File: src/rtl/gcr_cfg.svh
`ifndef GCR_CFG_SVH
`define GCR_CFG_SVH
// Register offsets (byte addresses)
`define GCR_OFS_IDENT      8'h00
`define GCR_OFS_CTRL1      8'h02
`define GCR_OFS_CTRL2      8'h04
`define GCR_OFS_PINCTL     8'h0a
`define GCR_OFS_ISTAT      8'h10
`define GCR_OFS_IEN        8'h12
`define GCR_OFS_LIVE       8'h14
`define GCR_OFS_LATCH      8'h16
`define GCR_OFS_SIEN       8'h18
`define GCR_OFS_PINRD      8'h1c
// Control one fields
`define GCR_C1_IRQ_IDLE    14
`define GCR_C1_MAN_ERR     7
`define GCR_C1_ERR_SRC     6
`define GCR_C1_MODE_HI     5
`define GCR_C1_MODE_LO     4
`define GCR_C1_UPD_REQ     3
`define GCR_C1_CLR_POL     2
`define GCR_C1_DP_RST      1
`define GCR_C1_FULL_RST    0
// Control two fields
`define GCR_C2_SRC_HI      11
`define GCR_C2_SRC_LO      10
`define GCR_C2_OUT_SEL     9
`define GCR_C2_EXT_SEL     8
`define GCR_C2_RATE_HI     3
`define GCR_C2_RATE_LO     1
// Live status fields
`define GCR_SR_UPD_DONE    0
// Reset values and writable masks
`define GCR_C1_RESET       16'h0002
`define GCR_C1_MASK        16'h40ff
`define GCR_C2_RESET       16'h0000
`define GCR_C2_MASK        16'h0f0e
`define GCR_ZERO16         16'h0000
// Timing: least reset hold, 100 ns, in cycles at 25 MHz
`define GCR_RST_HOLD_NS    100
`define GCR_CLK_MHZ        25
`define GCR_RST_HOLD_CYC   ((`GCR_RST_HOLD_NS * `GCR_CLK_MHZ + 999) / 1000)
`endif

File: src/rtl/gcr_pkg.sv
`default_nettype none
package gcr_pkg;
    // Performance-monitor update source
    typedef enum logic [1:0] {
        GCR_UPD_SOFT = 2'b00,
        GCR_UPD_PIN  = 2'b01,
        GCR_UPD_SEC  = 2'b10
    } gcr_upd_src_t;
    // Update handshake state
    typedef enum logic [1:0] {
        GCR_HS_IDLE = 2'b00,
        GCR_HS_BUSY = 2'b01,
        GCR_HS_DONE = 2'b10
    } gcr_hs_state_t;
endpackage : gcr_pkg
`default_nettype wire

File: src/rtl/gcr_bank.sv
// Behaviour
// Identity top nibble mirrors scan revision
// Identity low twelve bits mirror part code
// Interrupt pin pulls low while active
// Control bit fourteen picks idle pin drive
// Trigger rising edge inserts one error
// Trigger ignored unless source select clear
// Source select picks trigger or pin six
// Mode field picks soft, pin eight, second
// Soft update rising edge loads and clears
// Done flag clears when update bit falls
// Policy bit picks clear on write/read
// Datapath reset bit holds datapath reset
// Datapath reset bit is one after reset
// Full reset defaults all but itself
// Software holds reset bits at least 100ns
// Source field selects 8k reference origin
// Source field ignored when external selected
// Source codes: off, adapter, port, undefined
// Pin four is reference when selected
// Rate adapter field encodes ref frequency
// Unused addresses read zero, ignore writes
`include "gcr_cfg.svh"
`default_nettype none
module gcr_bank
#(
    parameter logic [3:0]  SCAN_REVISION = 4'h1,   // Arbitrary value
    parameter logic [11:0] SCAN_PART     = 12'h0a5  // Arbitrary value
)
(
    input  wire logic        i_sys_clk,
    input  wire logic        i_reset_n,
    input  wire logic [7:0]  i_addr,
    input  wire logic        i_wr,
    input  wire logic        i_rd,
    input  wire logic [15:0] i_wdata,
    output logic      [15:0] o_rdata,
    input  wire logic        i_irq_active,
    output logic             o_irq_out,
    output logic             o_irq_oe,
    input  wire logic        i_aux_pin_four,
    input  wire logic        i_aux_pin_six,
    input  wire logic        i_aux_pin_eight,
    input  wire logic        i_port_ref8k,
    input  wire logic        i_adapter_ref8k,
    input  wire logic        i_monitor_update_done,
    input  wire logic [15:0] i_interrupt_status,
    input  wire logic [15:0] i_live_status,
    input  wire logic [15:0] i_latch_events,
    input  wire logic [15:0] i_pin_readback,
    output logic             o_error_insert,
    output logic             o_monitor_update,
    output logic             o_datapath_reset,
    output logic             o_ctrl_reset,
    output logic             o_ref8k,
    output logic             o_ref8k_enable,
    output logic             o_ref8k_output_select,
    output logic      [2:0]  o_rate_adapter_ref_select,
    output logic      [15:0] o_general_pin_control
);
    ////////////////////////////////////////////////////////////////////////////
    // Registers
    logic [15:0] ctrl1_r;
    logic [15:0] ctrl2_r;
    logic [15:0] pinctl_r;
    logic [15:0] ien_r;
    logic [15:0] sien_r;
    logic [15:0] latch_r;
    logic [15:0] latch_nxt;
    logic [1:0]  irq_sync_r;
    logic [1:0]  p4_sync_r;
    logic [1:0]  p6_sync_r;
    logic [1:0]  p8_sync_r;
    logic [1:0]  port_sync_r;
    logic [1:0]  adpt_sync_r;
    logic [1:0]  done_sync_r;
    logic        p6_prev_r;
    logic        p8_prev_r;
    logic        trig_prev_r;
    logic        req_prev_r;
    logic        sec_tick_r;
    logic [12:0] sec_cnt_r;
    logic        ref_prev_r;
    logic        done_r;
    gcr_pkg::gcr_hs_state_t hs_r;
    logic        full_rst;
    logic        ref_sel;
    logic        wr_c1;
    logic [15:0] rdata_nxt;
    gcr_pkg::gcr_upd_src_t upd_src;

    assign full_rst = ctrl1_r[`GCR_C1_FULL_RST];
    assign wr_c1    = i_wr && (i_addr == `GCR_OFS_CTRL1);
    assign upd_src  = ctrl1_r[`GCR_C1_MODE_HI] ? gcr_pkg::GCR_UPD_SEC :
                      (ctrl1_r[`GCR_C1_MODE_LO] ? gcr_pkg::GCR_UPD_PIN
                                                 : gcr_pkg::GCR_UPD_SOFT);

    ////////////////////////////////////////////////////////////////////////////
    // Pin synchronisers, two flops each
    always_ff @(posedge i_sys_clk or negedge i_reset_n)
    begin
        if (!i_reset_n)
        begin
            irq_sync_r  <= 2'h0;
            p4_sync_r   <= 2'h0;
            p6_sync_r   <= 2'h0;
            p8_sync_r   <= 2'h0;
            port_sync_r <= 2'h0;
            adpt_sync_r <= 2'h0;
            done_sync_r <= 2'h0;
        end
        else
        begin
            irq_sync_r  <= {irq_sync_r[0], i_irq_active};
            p4_sync_r   <= {p4_sync_r[0], i_aux_pin_four};
            p6_sync_r   <= {p6_sync_r[0], i_aux_pin_six};
            p8_sync_r   <= {p8_sync_r[0], i_aux_pin_eight};
            port_sync_r <= {port_sync_r[0], i_port_ref8k};
            adpt_sync_r <= {adpt_sync_r[0], i_adapter_ref8k};
            done_sync_r <= {done_sync_r[0], i_monitor_update_done};
        end
    end

    ////////////////////////////////////////////////////////////////////////////
    // Control one; full reset loads defaults into all but itself
    always_ff @(posedge i_sys_clk or negedge i_reset_n)
    begin
        if (!i_reset_n)
            ctrl1_r <= `GCR_C1_RESET;
        else if (wr_c1)
            ctrl1_r <= i_wdata & `GCR_C1_MASK;
        else if (full_rst)
            ctrl1_r <= `GCR_C1_RESET | (16'h0001 << `GCR_C1_FULL_RST);
    end

    // Other writable registers
    always_ff @(posedge i_sys_clk or negedge i_reset_n)
    begin
        if (!i_reset_n)
        begin
            ctrl2_r  <= `GCR_C2_RESET;
            pinctl_r <= `GCR_ZERO16;
            ien_r    <= `GCR_ZERO16;
            sien_r   <= `GCR_ZERO16;
        end
        else if (full_rst)
        begin
            ctrl2_r  <= `GCR_C2_RESET;
            pinctl_r <= `GCR_ZERO16;
            ien_r    <= `GCR_ZERO16;
            sien_r   <= `GCR_ZERO16;
        end
        else if (i_wr)
        begin
            case (i_addr)
                `GCR_OFS_CTRL2:  ctrl2_r  <= i_wdata & `GCR_C2_MASK;
                `GCR_OFS_PINCTL: pinctl_r <= i_wdata;
                `GCR_OFS_IEN:    ien_r    <= i_wdata;
                `GCR_OFS_SIEN:   sien_r   <= i_wdata;
                default:         ;
            endcase
        end
    end

    ////////////////////////////////////////////////////////////////////////////
    // Latched status: set wins over clear, clear per policy
    always_comb
    begin
        latch_nxt = latch_r;
        if (i_addr == `GCR_OFS_LATCH)
        begin
            if (ctrl1_r[`GCR_C1_CLR_POL] && i_rd)
                latch_nxt = latch_r & ~rdata_nxt;
            else if (!ctrl1_r[`GCR_C1_CLR_POL] && i_wr)
                latch_nxt = latch_r & ~i_wdata;
        end
        latch_nxt = latch_nxt | i_latch_events;
    end

    always_ff @(posedge i_sys_clk or negedge i_reset_n)
    begin
        if (!i_reset_n)
            latch_r <= `GCR_ZERO16;
        else if (full_rst)
            latch_r <= `GCR_ZERO16;
        else
            latch_r <= latch_nxt;
    end

    ////////////////////////////////////////////////////////////////////////////
    // Read mux
    always_comb
    begin
        case (i_addr)
            `GCR_OFS_IDENT:  rdata_nxt = {SCAN_REVISION, SCAN_PART};
            `GCR_OFS_CTRL1:  rdata_nxt = ctrl1_r;
            `GCR_OFS_CTRL2:  rdata_nxt = ctrl2_r;
            `GCR_OFS_PINCTL: rdata_nxt = pinctl_r;
            `GCR_OFS_ISTAT:  rdata_nxt = i_interrupt_status;
            `GCR_OFS_IEN:    rdata_nxt = ien_r;
            `GCR_OFS_LIVE:   rdata_nxt = i_live_status | {15'h0000, done_r};
            `GCR_OFS_LATCH:  rdata_nxt = latch_r;
            `GCR_OFS_SIEN:   rdata_nxt = sien_r;
            `GCR_OFS_PINRD:  rdata_nxt = i_pin_readback;
            default:         rdata_nxt = `GCR_ZERO16;
        endcase
    end

    always_ff @(posedge i_sys_clk or negedge i_reset_n)
    begin
        if (!i_reset_n)
            o_rdata <= `GCR_ZERO16;
        else if (i_rd)
            o_rdata <= rdata_nxt;
    end

    ////////////////////////////////////////////////////////////////////////////
    // Interrupt pin: low when active, idle drive per control
    always_ff @(posedge i_sys_clk or negedge i_reset_n)
    begin
        if (!i_reset_n)
        begin
            o_irq_out <= 1'b0;
            o_irq_oe  <= 1'b0;
        end
        else
        begin
            o_irq_out <= !irq_sync_r[1];
            o_irq_oe  <= irq_sync_r[1] || ctrl1_r[`GCR_C1_IRQ_IDLE];
        end
    end

    ////////////////////////////////////////////////////////////////////////////
    // Manual error insertion
    always_ff @(posedge i_sys_clk or negedge i_reset_n)
    begin
        if (!i_reset_n)
        begin
            trig_prev_r    <= 1'b0;
            p6_prev_r      <= 1'b0;
            o_error_insert <= 1'b0;
        end
        else
        begin
            trig_prev_r <= ctrl1_r[`GCR_C1_MAN_ERR];
            p6_prev_r   <= p6_sync_r[1];
            if (ctrl1_r[`GCR_C1_ERR_SRC])
                o_error_insert <= p6_sync_r[1] && !p6_prev_r;
            else
                o_error_insert <= ctrl1_r[`GCR_C1_MAN_ERR] && !trig_prev_r;
        end
    end

    ////////////////////////////////////////////////////////////////////////////
    // Monitor update source and handshake
    always_ff @(posedge i_sys_clk or negedge i_reset_n)
    begin
        if (!i_reset_n)
        begin
            req_prev_r       <= 1'b0;
            p8_prev_r        <= 1'b0;
            o_monitor_update <= 1'b0;
        end
        else
        begin
            req_prev_r <= ctrl1_r[`GCR_C1_UPD_REQ];
            p8_prev_r  <= p8_sync_r[1];
            case (upd_src)
                gcr_pkg::GCR_UPD_SOFT:
                    o_monitor_update <= ctrl1_r[`GCR_C1_UPD_REQ] && !req_prev_r;
                gcr_pkg::GCR_UPD_PIN:
                    o_monitor_update <= p8_sync_r[1] && !p8_prev_r;
                default:
                    o_monitor_update <= sec_tick_r;
            endcase
        end
    end

    // Done flag: set by counters, cleared when request falls
    always_ff @(posedge i_sys_clk or negedge i_reset_n)
    begin
        if (!i_reset_n)
        begin
            hs_r   <= gcr_pkg::GCR_HS_IDLE;
            done_r <= 1'b0;
        end
        else if (full_rst)
        begin
            hs_r   <= gcr_pkg::GCR_HS_IDLE;
            done_r <= 1'b0;
        end
        else
        begin
            case (hs_r)
                gcr_pkg::GCR_HS_IDLE:
                    if (o_monitor_update)
                        hs_r <= gcr_pkg::GCR_HS_BUSY;
                gcr_pkg::GCR_HS_BUSY:
                    if (done_sync_r[1])
                    begin
                        hs_r   <= gcr_pkg::GCR_HS_DONE;
                        done_r <= 1'b1;
                    end
                gcr_pkg::GCR_HS_DONE:
                    if (!ctrl1_r[`GCR_C1_UPD_REQ] || upd_src != gcr_pkg::GCR_UPD_SOFT)
                    begin
                        hs_r   <= gcr_pkg::GCR_HS_IDLE;
                        done_r <= 1'b0;
                    end
                default:
                    hs_r <= gcr_pkg::GCR_HS_IDLE;
            endcase
        end
    end

    ////////////////////////////////////////////////////////////////////////////
    // 8 kHz reference select and one-second divider
    always_comb
    begin
        if (ctrl2_r[`GCR_C2_EXT_SEL])
            ref_sel = p4_sync_r[1];
        else
        begin
            case (ctrl2_r[`GCR_C2_SRC_HI:`GCR_C2_SRC_LO])
                2'h1:    ref_sel = adpt_sync_r[1];
                2'h2:    ref_sel = port_sync_r[1];
                default: ref_sel = 1'b0;
            endcase
        end
    end

    always_ff @(posedge i_sys_clk or negedge i_reset_n)
    begin
        if (!i_reset_n)
        begin
            ref_prev_r <= 1'b0;
            sec_cnt_r  <= 13'h0000;
            sec_tick_r <= 1'b0;
            o_ref8k    <= 1'b0;
        end
        else
        begin
            ref_prev_r <= ref_sel;
            o_ref8k    <= ref_sel;
            sec_tick_r <= 1'b0;
            if (ref_sel && !ref_prev_r)
            begin
                if (sec_cnt_r == 13'h1f3f)
                begin
                    sec_cnt_r  <= 13'h0000;
                    sec_tick_r <= 1'b1;
                end
                else
                    sec_cnt_r <= sec_cnt_r + 13'h0001;
            end
        end
    end

    ////////////////////////////////////////////////////////////////////////////
    // Control outputs to data path and clocking
    always_ff @(posedge i_sys_clk or negedge i_reset_n)
    begin
        if (!i_reset_n)
        begin
            o_datapath_reset          <= 1'b1;
            o_ctrl_reset              <= 1'b0;
            o_ref8k_enable            <= 1'b0;
            o_ref8k_output_select     <= 1'b0;
            o_rate_adapter_ref_select <= 3'h0;
            o_general_pin_control     <= `GCR_ZERO16;
        end
        else
        begin
            o_datapath_reset <= ctrl1_r[`GCR_C1_DP_RST] || full_rst;
            o_ctrl_reset     <= full_rst;
            o_ref8k_enable   <= ctrl2_r[`GCR_C2_EXT_SEL] ||
                                (ctrl2_r[`GCR_C2_SRC_HI:`GCR_C2_SRC_LO] != 2'h0);
            o_ref8k_output_select     <= ctrl2_r[`GCR_C2_OUT_SEL];
            o_rate_adapter_ref_select <= ctrl2_r[`GCR_C2_RATE_HI:`GCR_C2_RATE_LO];
            o_general_pin_control     <= pinctl_r;
        end
    end
endmodule : gcr_bank
`default_nettype wire

File: config.mk
export PLATFORM = sky130hd
export DESIGN_NAME = gcr_bank
export DESIGN_NICKNAME = d
export VERILOG_FILES = /design/src/rtl/gcr_pkg.sv /design/src/rtl/gcr_bank.sv
export VERILOG_INCLUDE_DIRS = /design/src /design/src/rtl
export SDC_FILE = /design/constraint.sdc
export NUM_CORES = 1
export LEC_CHECK = 0
export ABC_CLOCK_PERIOD_IN_PS = 3050
export BUFFER_PORTS_ARGS = -buffer_cell sky130_fd_sc_hd__buf_4
export CAP_MARGIN = 10
export CORE_MARGIN = 2
export CORE_UTILIZATION = 24
export CTS_CLUSTER_DIAMETER = 60
export CTS_CLUSTER_SIZE = 8
export DETAILED_ROUTE_END_ITERATION = 16
export RECOVER_POWER = 50
export SETUP_SLACK_MARGIN = 0.2
export SYNTH_ARGS = -nofsm -noshare
export SYNTH_HDL_FRONTEND = slang
export SYNTH_SLANG_ARGS = --single-unit
File: constraint.sdc
create_clock -name i_sys_clk -period 3.05 [get_ports i_sys_clk]
set_clock_uncertainty 0.1 [all_clocks]
set_input_delay 0.4575 -clock i_sys_clk [delete_from_list [all_inputs] [get_ports i_sys_clk]]
set_output_delay 0.4575 -clock i_sys_clk [all_outputs]
set_load 0.01 [all_outputs]
---- Yosys cells after proc, flatten, opt, wreduce, memory -nomap -nowiden ----
Cells that the tools add are included.
storage, ports and cells
  flip-flop bits (word level) ............. 175
  bits of input ports ..................... 99
  output and inout port bits .............. 44
  logic and storage cells ................. 134
cells by class
  add/sub/neg operators ................... 1
  equality and inequality tests ........... 18
  multiplexer cells ....................... 37
  bitwise operators ....................... 6
  reduce and logical (&&, ||, !) cells .... 38
operators by type and width
  kind                   count
  $mux 16                18
  $pmux 16 s10           1
  $eq 8x5->1 const B     6
  $and 16x16->16         2
  $not 16->16            2
  $or 16x1->16           1
  $or 16x16->16          1
  $reduce_bool 2->1      8
  $add 13x1->13 const B  1
  $eq 13x13->1 const B   1
  $mux 13                1
  $mux 2                 5
  $ne 3x3->1 const B     3
  $eq 8x2->1 const B     1
  $eq 8x3->1 const B     1
  $eq 8x4->1 const B     1
  $logic_and 1x1->1      8
  $logic_not 1->1        8
  $logic_not 8->1        1
  $mux 1                 8
  $reduce_and 2->1       4
  $eq 2x1->1 const B     3
  $pmux 1 s2             3
  $pmux 2 s3             1
  other kinds (5)        11

---- Logic depth before layout (Yosys ltp) ----
Gate-level depths: netlist (run 1).
  depth in word-level cells ............... 8
  depth in mapped cells ................... 9
  gate-level depth less buffers ........... 8

---- Worst setup path before layout (run 1) ----
Ideal clock, no wire load.
  path kind ............................... reg-to-reg
  start point ............................. register ctrl2_r[10]
  end point ............................... register sec_cnt_r[12]
  library setup time ...................... 0.121 ns
  arrival time ............................ 1.894 ns
  required time ........................... 2.829 ns
  slack ................................... 0.935 ns
  stages on the path, launching flop included .. 9
  buffers on the path ..................... 1
  period minus slack after synthesis ...... 2.115 ns
  cell sequence ........................... dfrtp_1 > inv_1 > ha_1 > nand2b_1 > o21a_1 > or3_1 > clkbuf_1 > a211o_1 > a22o_1
between the ends
  longest elaborated chain between the ends .. 4
  elaborated cells on any way between the ends .. 5
  classes of those cells .................. eq/ne (2); mux (2); reduce/logical (1)
ends and longest elaborated chain
  what                                      RTL line         text
  start, declared                           gcr_bank.sv:64   logic [15:0] ctrl2_r;
  start signal, assigned                    gcr_bank.sv:141  ctrl2_r <= `GCR_C2_RESET;
  start signal, assigned                    gcr_bank.sv:148  ctrl2_r <= `GCR_C2_RESET;
  start signal, assigned                    gcr_bank.sv:156  `GCR_OFS_CTRL2: ctrl2_r <= i_wdata & `GCR_C2_MASK;
  $eq 2x2->1 or $eq 2x1->1 (tied branches)  gcr_bank.sv:324  case (ctrl2_r[`GCR_C2_SRC_HI:`GCR_C2_SRC_LO])
  $pmux 1 s2 (*)                            gcr_bank.sv:324
  $mux 1 (*)                                gcr_bank.sv:320  if (ctrl2_r[`GCR_C2_EXT_SEL])
  $logic_and 1x1->1 (*)                     gcr_bank.sv:346  if (ref_sel && !ref_prev_r)
  end signal, assigned                      gcr_bank.sv:354  sec_cnt_r <= sec_cnt_r + 13'h0001;
  end, declared                             gcr_bank.sv:82   logic [12:0] sec_cnt_r;
Every way passes the cells marked *; elsewhere a longest branch is shown, timed or not.
A chain may end at the register's enable or synchronous reset.

---- Final worst setup path (run 1) ----
  start point ............................. register ctrl2_r[11]
  end point ............................... register sec_cnt_r[12]
The elaborated chain is that of the path after synthesis.

==> impl_metrics.yaml, run 1 <==
status:
  status: "complete, no violations"
detailed_routing:
  drc: 0
  num_vias: 6336
  wl_microns: 25600
  first_pass_iters: 5
  wl_per_cell_microns: 20.0
  drtIter0Drc: 587
  routed_via_density: 4.96
  drtAntennaViolNets: 0
pwr:
  vdd_drop_max_v: 0.000237
  power_density_nw_per_um2: 517
  p_leak_nw: 4.42
setup_path:
  startpoint: "ctrl2_r[11]$_DFFE_PN0P_"
  r2r_slack_ns: 0.73
  arrival_ns: 2.54
  end_kind: "flip-flop"
  startpoint_type: "flip-flop"
  endpoint: "sec_cnt_r[12]$_DFFE_PN0P_"
  r2r-end: "sec_cnt_r[12]$_DFFE_PN0P_"
  crit_fanout: 9
  crit_type: "flip-flop to flip-flop"
  r2r-start: "ctrl2_r[11]$_DFFE_PN0P_"
  crit_chain: "inv_1 -> ha_1 -> nand2b_1 -> o21a_1 -> or3_1 -> a211o_1 -> a22o_1"
  slowest_stage: "or3_1"
  max_stage_delay_ns: 0.51
  reg2reg_depth: 7
  cp_data_required_time_ns: 3.27
sta:
  hold_ws_ns: 0.0554
  slew_violations: 0
  setup_viol: 0
  slew_headroom_pct: 12.3
  max_freq_mhz: 431
  period_share_pct: 76.1
  hold_viol_final: 0
  max_slew.worst_pin.slew_ns: 1.32
  post-route-min-period_ns: 2.32
  fin_tns_setup_ns: 0
  rsz0062_at_grt: "false"
  setup_ws_ns: 0.729
die:
  die_height_microns: 181
  dieArea_sq_um: 32700
  rows: 64
  ioPinCount: 143
  core_area_sq_um: 30700
  start_util_pct: 24.4
  die_w_microns: 181
clock_network:
  cts_buffer_depth: 2
  path_clk_slew_ns: 0.07
  clk_latency_ns: 0.43
  cts_tree: "built"
  cts_resized: 0
  cts.sinks: 159
  cts-buffers-inserted: 17
  htree_levels: 4
  clockRootBuffer: "clkbuf_16"
synth:
  yosysTopAreaCellShare_pct: 52.4
  synth.area.top_cells: "dfrtp_1 (52%), mux2i_1 (8.0%), nor2_1 (3.7%)"
  yosysWarnings: 0
  synth_edf_count: 0
  ys.flop_type: "dfrtp_1"
  syn_avg_cell_area_sq_um: 10.4
  ys_async_sr_fraction_pct: 100
  synth_cells: 723
  ys_seq_elements: 159
  syn_area_sq_um: 7500
  ys_types: 74
  yosysTopAreaCell: "dfrtp_1"
  seq_area_frac_synth_pct: 53.1
  yosysMostFrequentCell: "dfrtp_1"
  synth_common_cells: "dfrtp_1 (157), nor2_1 (74), nand2_1 (67), mux2i_1 (60), a21oi_1 (51)"
  synth_nets: 826
place:
  io_buffers: 142
  pre_cts_slack_ns: 0.488
  place_inst: 1243
  gp_congestion: 0.875
  hpwl_microns: 18700
hold_path:
  hp-class: "primary input to flip-flop"
  hold_path_startpoint: "i_irq_active"
layout:
  stdcell_count: 1278
  diodes: 0
  syn2layout_area_growth_pct: 28.0
  drive_gt1_share_pct: 24.4
  design.final.nets: 972
flow_run:
  max-cap-violations: 0
grt:
  grt.overflow.total: 0
  grt_max_degree: 68
  grt.total_usage_pct: 15.7
  antenna_found_initial: 0
  first_global_vias: 6252
  grt_pass1_wl_microns: 39000
## critical path, delay by kind of cell (launching register included)
kind / cells / cell delay (ns)
and+or+nand+nor: 2 / 0.56
buffers and inverters: 1 / 0.09
adders and majority gates: 1 / 0.28
DFF: 1 / 0.44
AOI/OAI and AO/OA: 3 / 0.74
## report_power, final
part           switching, mW  internal, mW
sequential            0.0877          2.23
clock                   1.00          1.09
combinational          0.307         0.248
total                   1.40          3.56
## cell type report
type | instances | area (sq um)
Fill cell | 3170 | 21100
Sequential cell | 159 | 3980
Multi-Input combinational cell | 495 | 3180
Timing Repair Buffer | 173 | 1280
Tap cell | 396 | 495
Clock buffer | 17 | 425
Clock inverter | 15 | 148
Inverter | 23 | 86.3
## per-layer routing
| metal | global-route usage, % | vias to the layer above | wire (microns) | share of wire, % |
|---|---|---|---|---|
| met2 | 24.1 | 256 | 11800 | 46 |
| met1 | 21.9 | 3182 | 11800 | 46 |
| li1 | - | 2875 | - | - |
| met4 | 4.39 | 0 | 386 | 1.5 |
| met5 | 0 | - | 0 | 0 |
| met3 | 4.21 | 23 | 1710 | 6.7 |
## metrics by stage
stage / util (%) / power (mW) / area [sq um]
5_1_grt: 31.3 / 5.18 / 9600
6_report: 31.3 / 4.96 / 9600
3_3_place_gp: 29.5 / 2.91 / 9040
4_1_cts: 31.4 / 5.02 / 9630
2_1_floorplan: - / 2.57 / 7500
3_5_place_dp: 29.5 / 2.92 / 9040
## cell families after synthesis
logic type | share of synthesized area, %
xor gates and xnor gates | 0.584
adders and majority gates | 0.668
DFF | 53.1
muxes | 10.7
buffers and inverters | 4.52
AOI/OAI and AO/OA | 13.7
and+or+nand+nor | 16.7
## worst min-delay path by stage
stage	end	slack, ns	depth (start not counted)
after floorplan	adpt_sync_r[0]$_DFF_PN0_	0.06	0
after global placement	p6_sync_r[1]$_DFF_PN0_	0.24	0
after detailed placement	p6_sync_r[1]$_DFF_PN0_	0.24	0
after CTS	irq_sync_r[0]$_DFF_PN0_	0.01	1
after global routing	irq_sync_r[0]$_DFF_PN0_	0.03	1
final	irq_sync_r[0]$_DFF_PN0_	0.06	1
## flip-flops by register name (all words and copies together) (netlist names), 3 cells and up
register	count
pinctl_r	16
o_general_pin_control	16
o_rdata	16
latch_r	16
ien_r	16
sec_cnt_r	13
ctrl1_r	9
o_rate_adapter_ref_select	3
ctrl2_r	7
sien_r	16
## cells in the final DEF, fill, tap and decap left out, types with 4 or more instances in the layout
cell / count
clkbuf_16: 17
inv_1: 23
dfrtp_1: 157
nand2b_1: 10
a31oi_1: 7
a22o_1: 5
nor2b_1: 8
nand2_1: 67
o21ai_1: 7
mux4_2: 4
a21oi_1: 51
o22a_1: 4
nand4_1: 10
nand3b_1: 7
o22ai_1: 5
buf_4: 148
a22oi_1: 7
inv_8: 5
mux2i_1: 60
mux2_2: 10
and3_1: 5
o21ai_0: 30
a32oi_1: 4
nand3_1: 27
clkbuf_1: 12
nor3_1: 11
xnor2_1: 4
clkbuf_4: 7
and2_1: 9
nor2_1: 74
ha_1: 4
## timing repair
item | CTS | global route
hold buffers | 1 | 2
endpoints found under the setup margin | 0 | 0
hold endpoints to repair | 46 | 2
setup buffers | 0 | 0
(Power assumes the default switching activity.)
==> run 2, diff against run 1 <==
--- a/config.mk
+++ b/config.mk
@@ -6,7 +6,8 @@
 export SDC_FILE = /design/constraint.sdc
 export NUM_CORES = 1
 export LEC_CHECK = 0
-export ABC_CLOCK_PERIOD_IN_PS = 3050
+export ABC_AREA = 1
+export ABC_CLOCK_PERIOD_IN_PS = 2300
 export BUFFER_PORTS_ARGS = -buffer_cell sky130_fd_sc_hd__buf_4
 export CAP_MARGIN = 10
 export CORE_MARGIN = 2
==> constraint.sdc (replaced) <==
create_clock -name i_sys_clk -period 2.3 [get_ports i_sys_clk]
set_clock_uncertainty 0.1 [all_clocks]
set_input_delay 0.345 -clock i_sys_clk [delete_from_list [all_inputs] [get_ports i_sys_clk]]
set_output_delay 0.345 -clock i_sys_clk [all_outputs]
set_load 0.01 [all_outputs]
==> impl_metrics.yaml, run 2 <==
setup_path:
  arrival_ns: 2.25
  r2r-end: "sec_cnt_r[9]$_DFFE_PN0P_"
  reg2reg_depth: 12
  r2r-start: "ctrl2_r[10]$_DFFE_PN0P_"
  crit_fanout: 6
  cp_data_required_time_ns: 2.52
  crit_type: "flip-flop to flip-flop"
  r2r_slack_ns: 0.27
  startpoint_type: "flip-flop"
  end_kind: "flip-flop"
detailed_routing:
  first_pass_iters: 6
  routed_via_density: 4.54
  num_vias: 6842
  wl_microns: 24600
  drtAntennaViolNets: 0
  drc: 0
  drtIter0Drc: 675
  wl_per_cell_microns: 16.3
place:
  hpwl_microns: 19000
  gp_congestion: 0.877
  io_buffers: 142
layout:
  multi_input_area_sq_um: 2950
  nFillCells: 3273
  postLayoutCoreUtil_pct: 32.3
  diodes: 0
  syn2layout_area_growth_pct: 32.9
  final_cell_mix: "nand2_1 (274), buf_4 (168), dfrtp_1 (157)"
  drive_gt1_share_pct: 22.8
  regArea_sq_um: 3980
  layout_commonest_cell: "nand2_1"
  design.final.nets: 1202
sta:
  max_slew.worst_pin.slew_ns: 1.44
  rsz0062_at_grt: "false"
  fin_tns_setup_ns: 0
  period_share_pct: 88.3
  slew_headroom_pct: 3.92
  hold_viol_final: 0
  slew_violations: 0
  setup_viol: 0
  post-route-min-period_ns: 2.03
  max_freq_mhz: 493
status:
  status: "complete, no violations"
die:
  ioPinCount: 143
  start_util_pct: 24.3
  rows: 64
  die_w_microns: 180
  core_area_sq_um: 30600
  die_height_microns: 180
  dieArea_sq_um: 32400
synth:
  ys_seq_elements: 159
  synth_nets: 1026
  yosysMostFrequentCell: "nand2_1"
  yosysWarnings: 0
  synth.area.top_cells: "dfrtp_1 (53%), nand2_1 (14%), nand3_1 (7.7%)"
  ys_async_sr_fraction_pct: 100
  synth_edf_count: 0
  syn_avg_cell_area_sq_um: 8.06
  seq_area_frac_synth_pct: 53.5
  synth_cells: 923
  yosysTopAreaCellShare_pct: 52.8
  ys.flop_type: "dfrtp_1"
  synth_common_cells: "nand2_1 (276), dfrtp_1 (157), nand3_1 (114), inv_1 (87), nor2_1 (81)"
  syn_area_sq_um: 7440
  yosysTopAreaCell: "dfrtp_1"
  ys_types: 39
pwr:
  p_leak_nw: 5.03
  power_density_nw_per_um2: 852
  vdd_drop_max_v: 0.000488
grt:
  grt.overflow.total: 0
  first_global_vias: 6627
  grt_pass1_wl_microns: 37700
  grt_max_degree: 51
  grt.total_usage_pct: 15.3
  antenna_found_initial: 1
hold_path:
  hold_path_startpoint: "i_latch_events[4]"
  hp-class: "primary input to flip-flop"
  holdPathEnd: "latch_r[4]$_DFF_PN0_"
  min_path_cells: 3
clock_network:
  cts-buffers-inserted: 17
  cts_buffer_depth: 2
  cts_tree: "built"
  clk_latency_ns: 0.43
  htree_levels: 4
  cts.sinks: 159
  clockRootBuffer: "clkbuf_16"
  path_clk_slew_ns: 0.07
flow_run:
  max-cap-violations: 0
==> run 2: where the power goes <==
group | internal, mW | switching (mW)
logic | 0.779 | 1.02
clock network | 1.52 | 1.20
registers | 3.52 | 0.395
==> run 2: layout make-up <==
type	instances	area share [%]
Clock inverter	12	1.16
Sequential cell	159	40.2
Timing Repair Buffer	193	15.5
Tap cell	396	5.01
Inverter	99	3.76
Multi-Input combinational cell	629	29.8
Clock buffer	20	4.52
==> run 2: timing repair <==
| action | CTS | global route |
|---|---|---|
| pin swaps | 0 | 6 |
| buffers inserted | 0 | 6 |
| hold endpoints to repair | 52 | 0 |
| hold buffers | 8 | 0 |
| resized for setup | 1 | 10 |
| endpoints found under the setup margin | 1 | 6 |
==> run 2: through the flow <==
stage                     hold WS (ns)  power (mW)  setup WS, ns  cells  area, sq um
after floorplan                -0.0506        4.74         0.475    923         7440
after CTS                       0.0317        8.43         0.278   1502         9820
after detailed placement         0.234        5.68        0.0644   1462         9180
after global placement           0.229        5.63        0.0726   1462         9180
final                           0.0444        8.43         0.270   1508         9890
after global routing            0.0460        8.92         0.132   1508         9890
==> run 2: cells by family (layout without fill, tap and decap cells) <==
kind of cell / after synthesis / after routing / synth area share, %
XOR/XNOR: 7 / 7 / 0.824
adder cells (fa/ha/maj): 4 / 4 / 0.673
AO/OA/AOI/OAI: 113 / 113 / 8.34
flip-flops: 159 / 159 / 53.5
AND/OR/NAND/NOR: 505 / 505 / 29.2
buffers and inverters: 135 / 324 / 7.50
==> run 2: how the worst max path moves through the flow <==
stage / to / slack, ns / cells past startpoint / startpoint
floorplan: sec_cnt_r[12]$_DFFE_PN0P_ / 0.47 / 11 / ctrl2_r[10]$_DFFE_PN0P_
global placement: latch_r[3]$_DFF_PN0_ / 0.07 / 15 / i_addr[5]
detailed placement: latch_r[3]$_DFF_PN0_ / 0.06 / 15 / i_addr[5]
CTS: sec_cnt_r[3]$_DFFE_PN0P_ / 0.28 / 12 / ctrl2_r[10]$_DFFE_PN0P_
global route: o_datapath_reset$_DFF_PN1_ / 0.13 / 3 / i_reset_n
finish: sec_cnt_r[9]$_DFFE_PN0P_ / 0.27 / 12 / ctrl2_r[10]$_DFFE_PN0P_
==> run 2: routing by layer <==
metal  share of wire, %  vias up  track usage (%)
met1                 42     3273             19.8
met5              0.065        -                0
met3                7.7       25             4.10
met4                1.4        2             3.94
met2                 49      247             25.3
li1                   -     3295                -
==> run 2: worst max-delay path, cell delays in order (launching register included) <==
cell     delay [ns]
dfrtp_1        0.39
inv_1          0.16
ha_4           0.16
nand2_1        0.05
nand2_1        0.07
nand3_2        0.06
nand2_2        0.11
nand2_4        0.09
nor4_4         0.28
nand3_2        0.14
nor2_2         0.14
buf_4          0.13
nor3_1         0.04
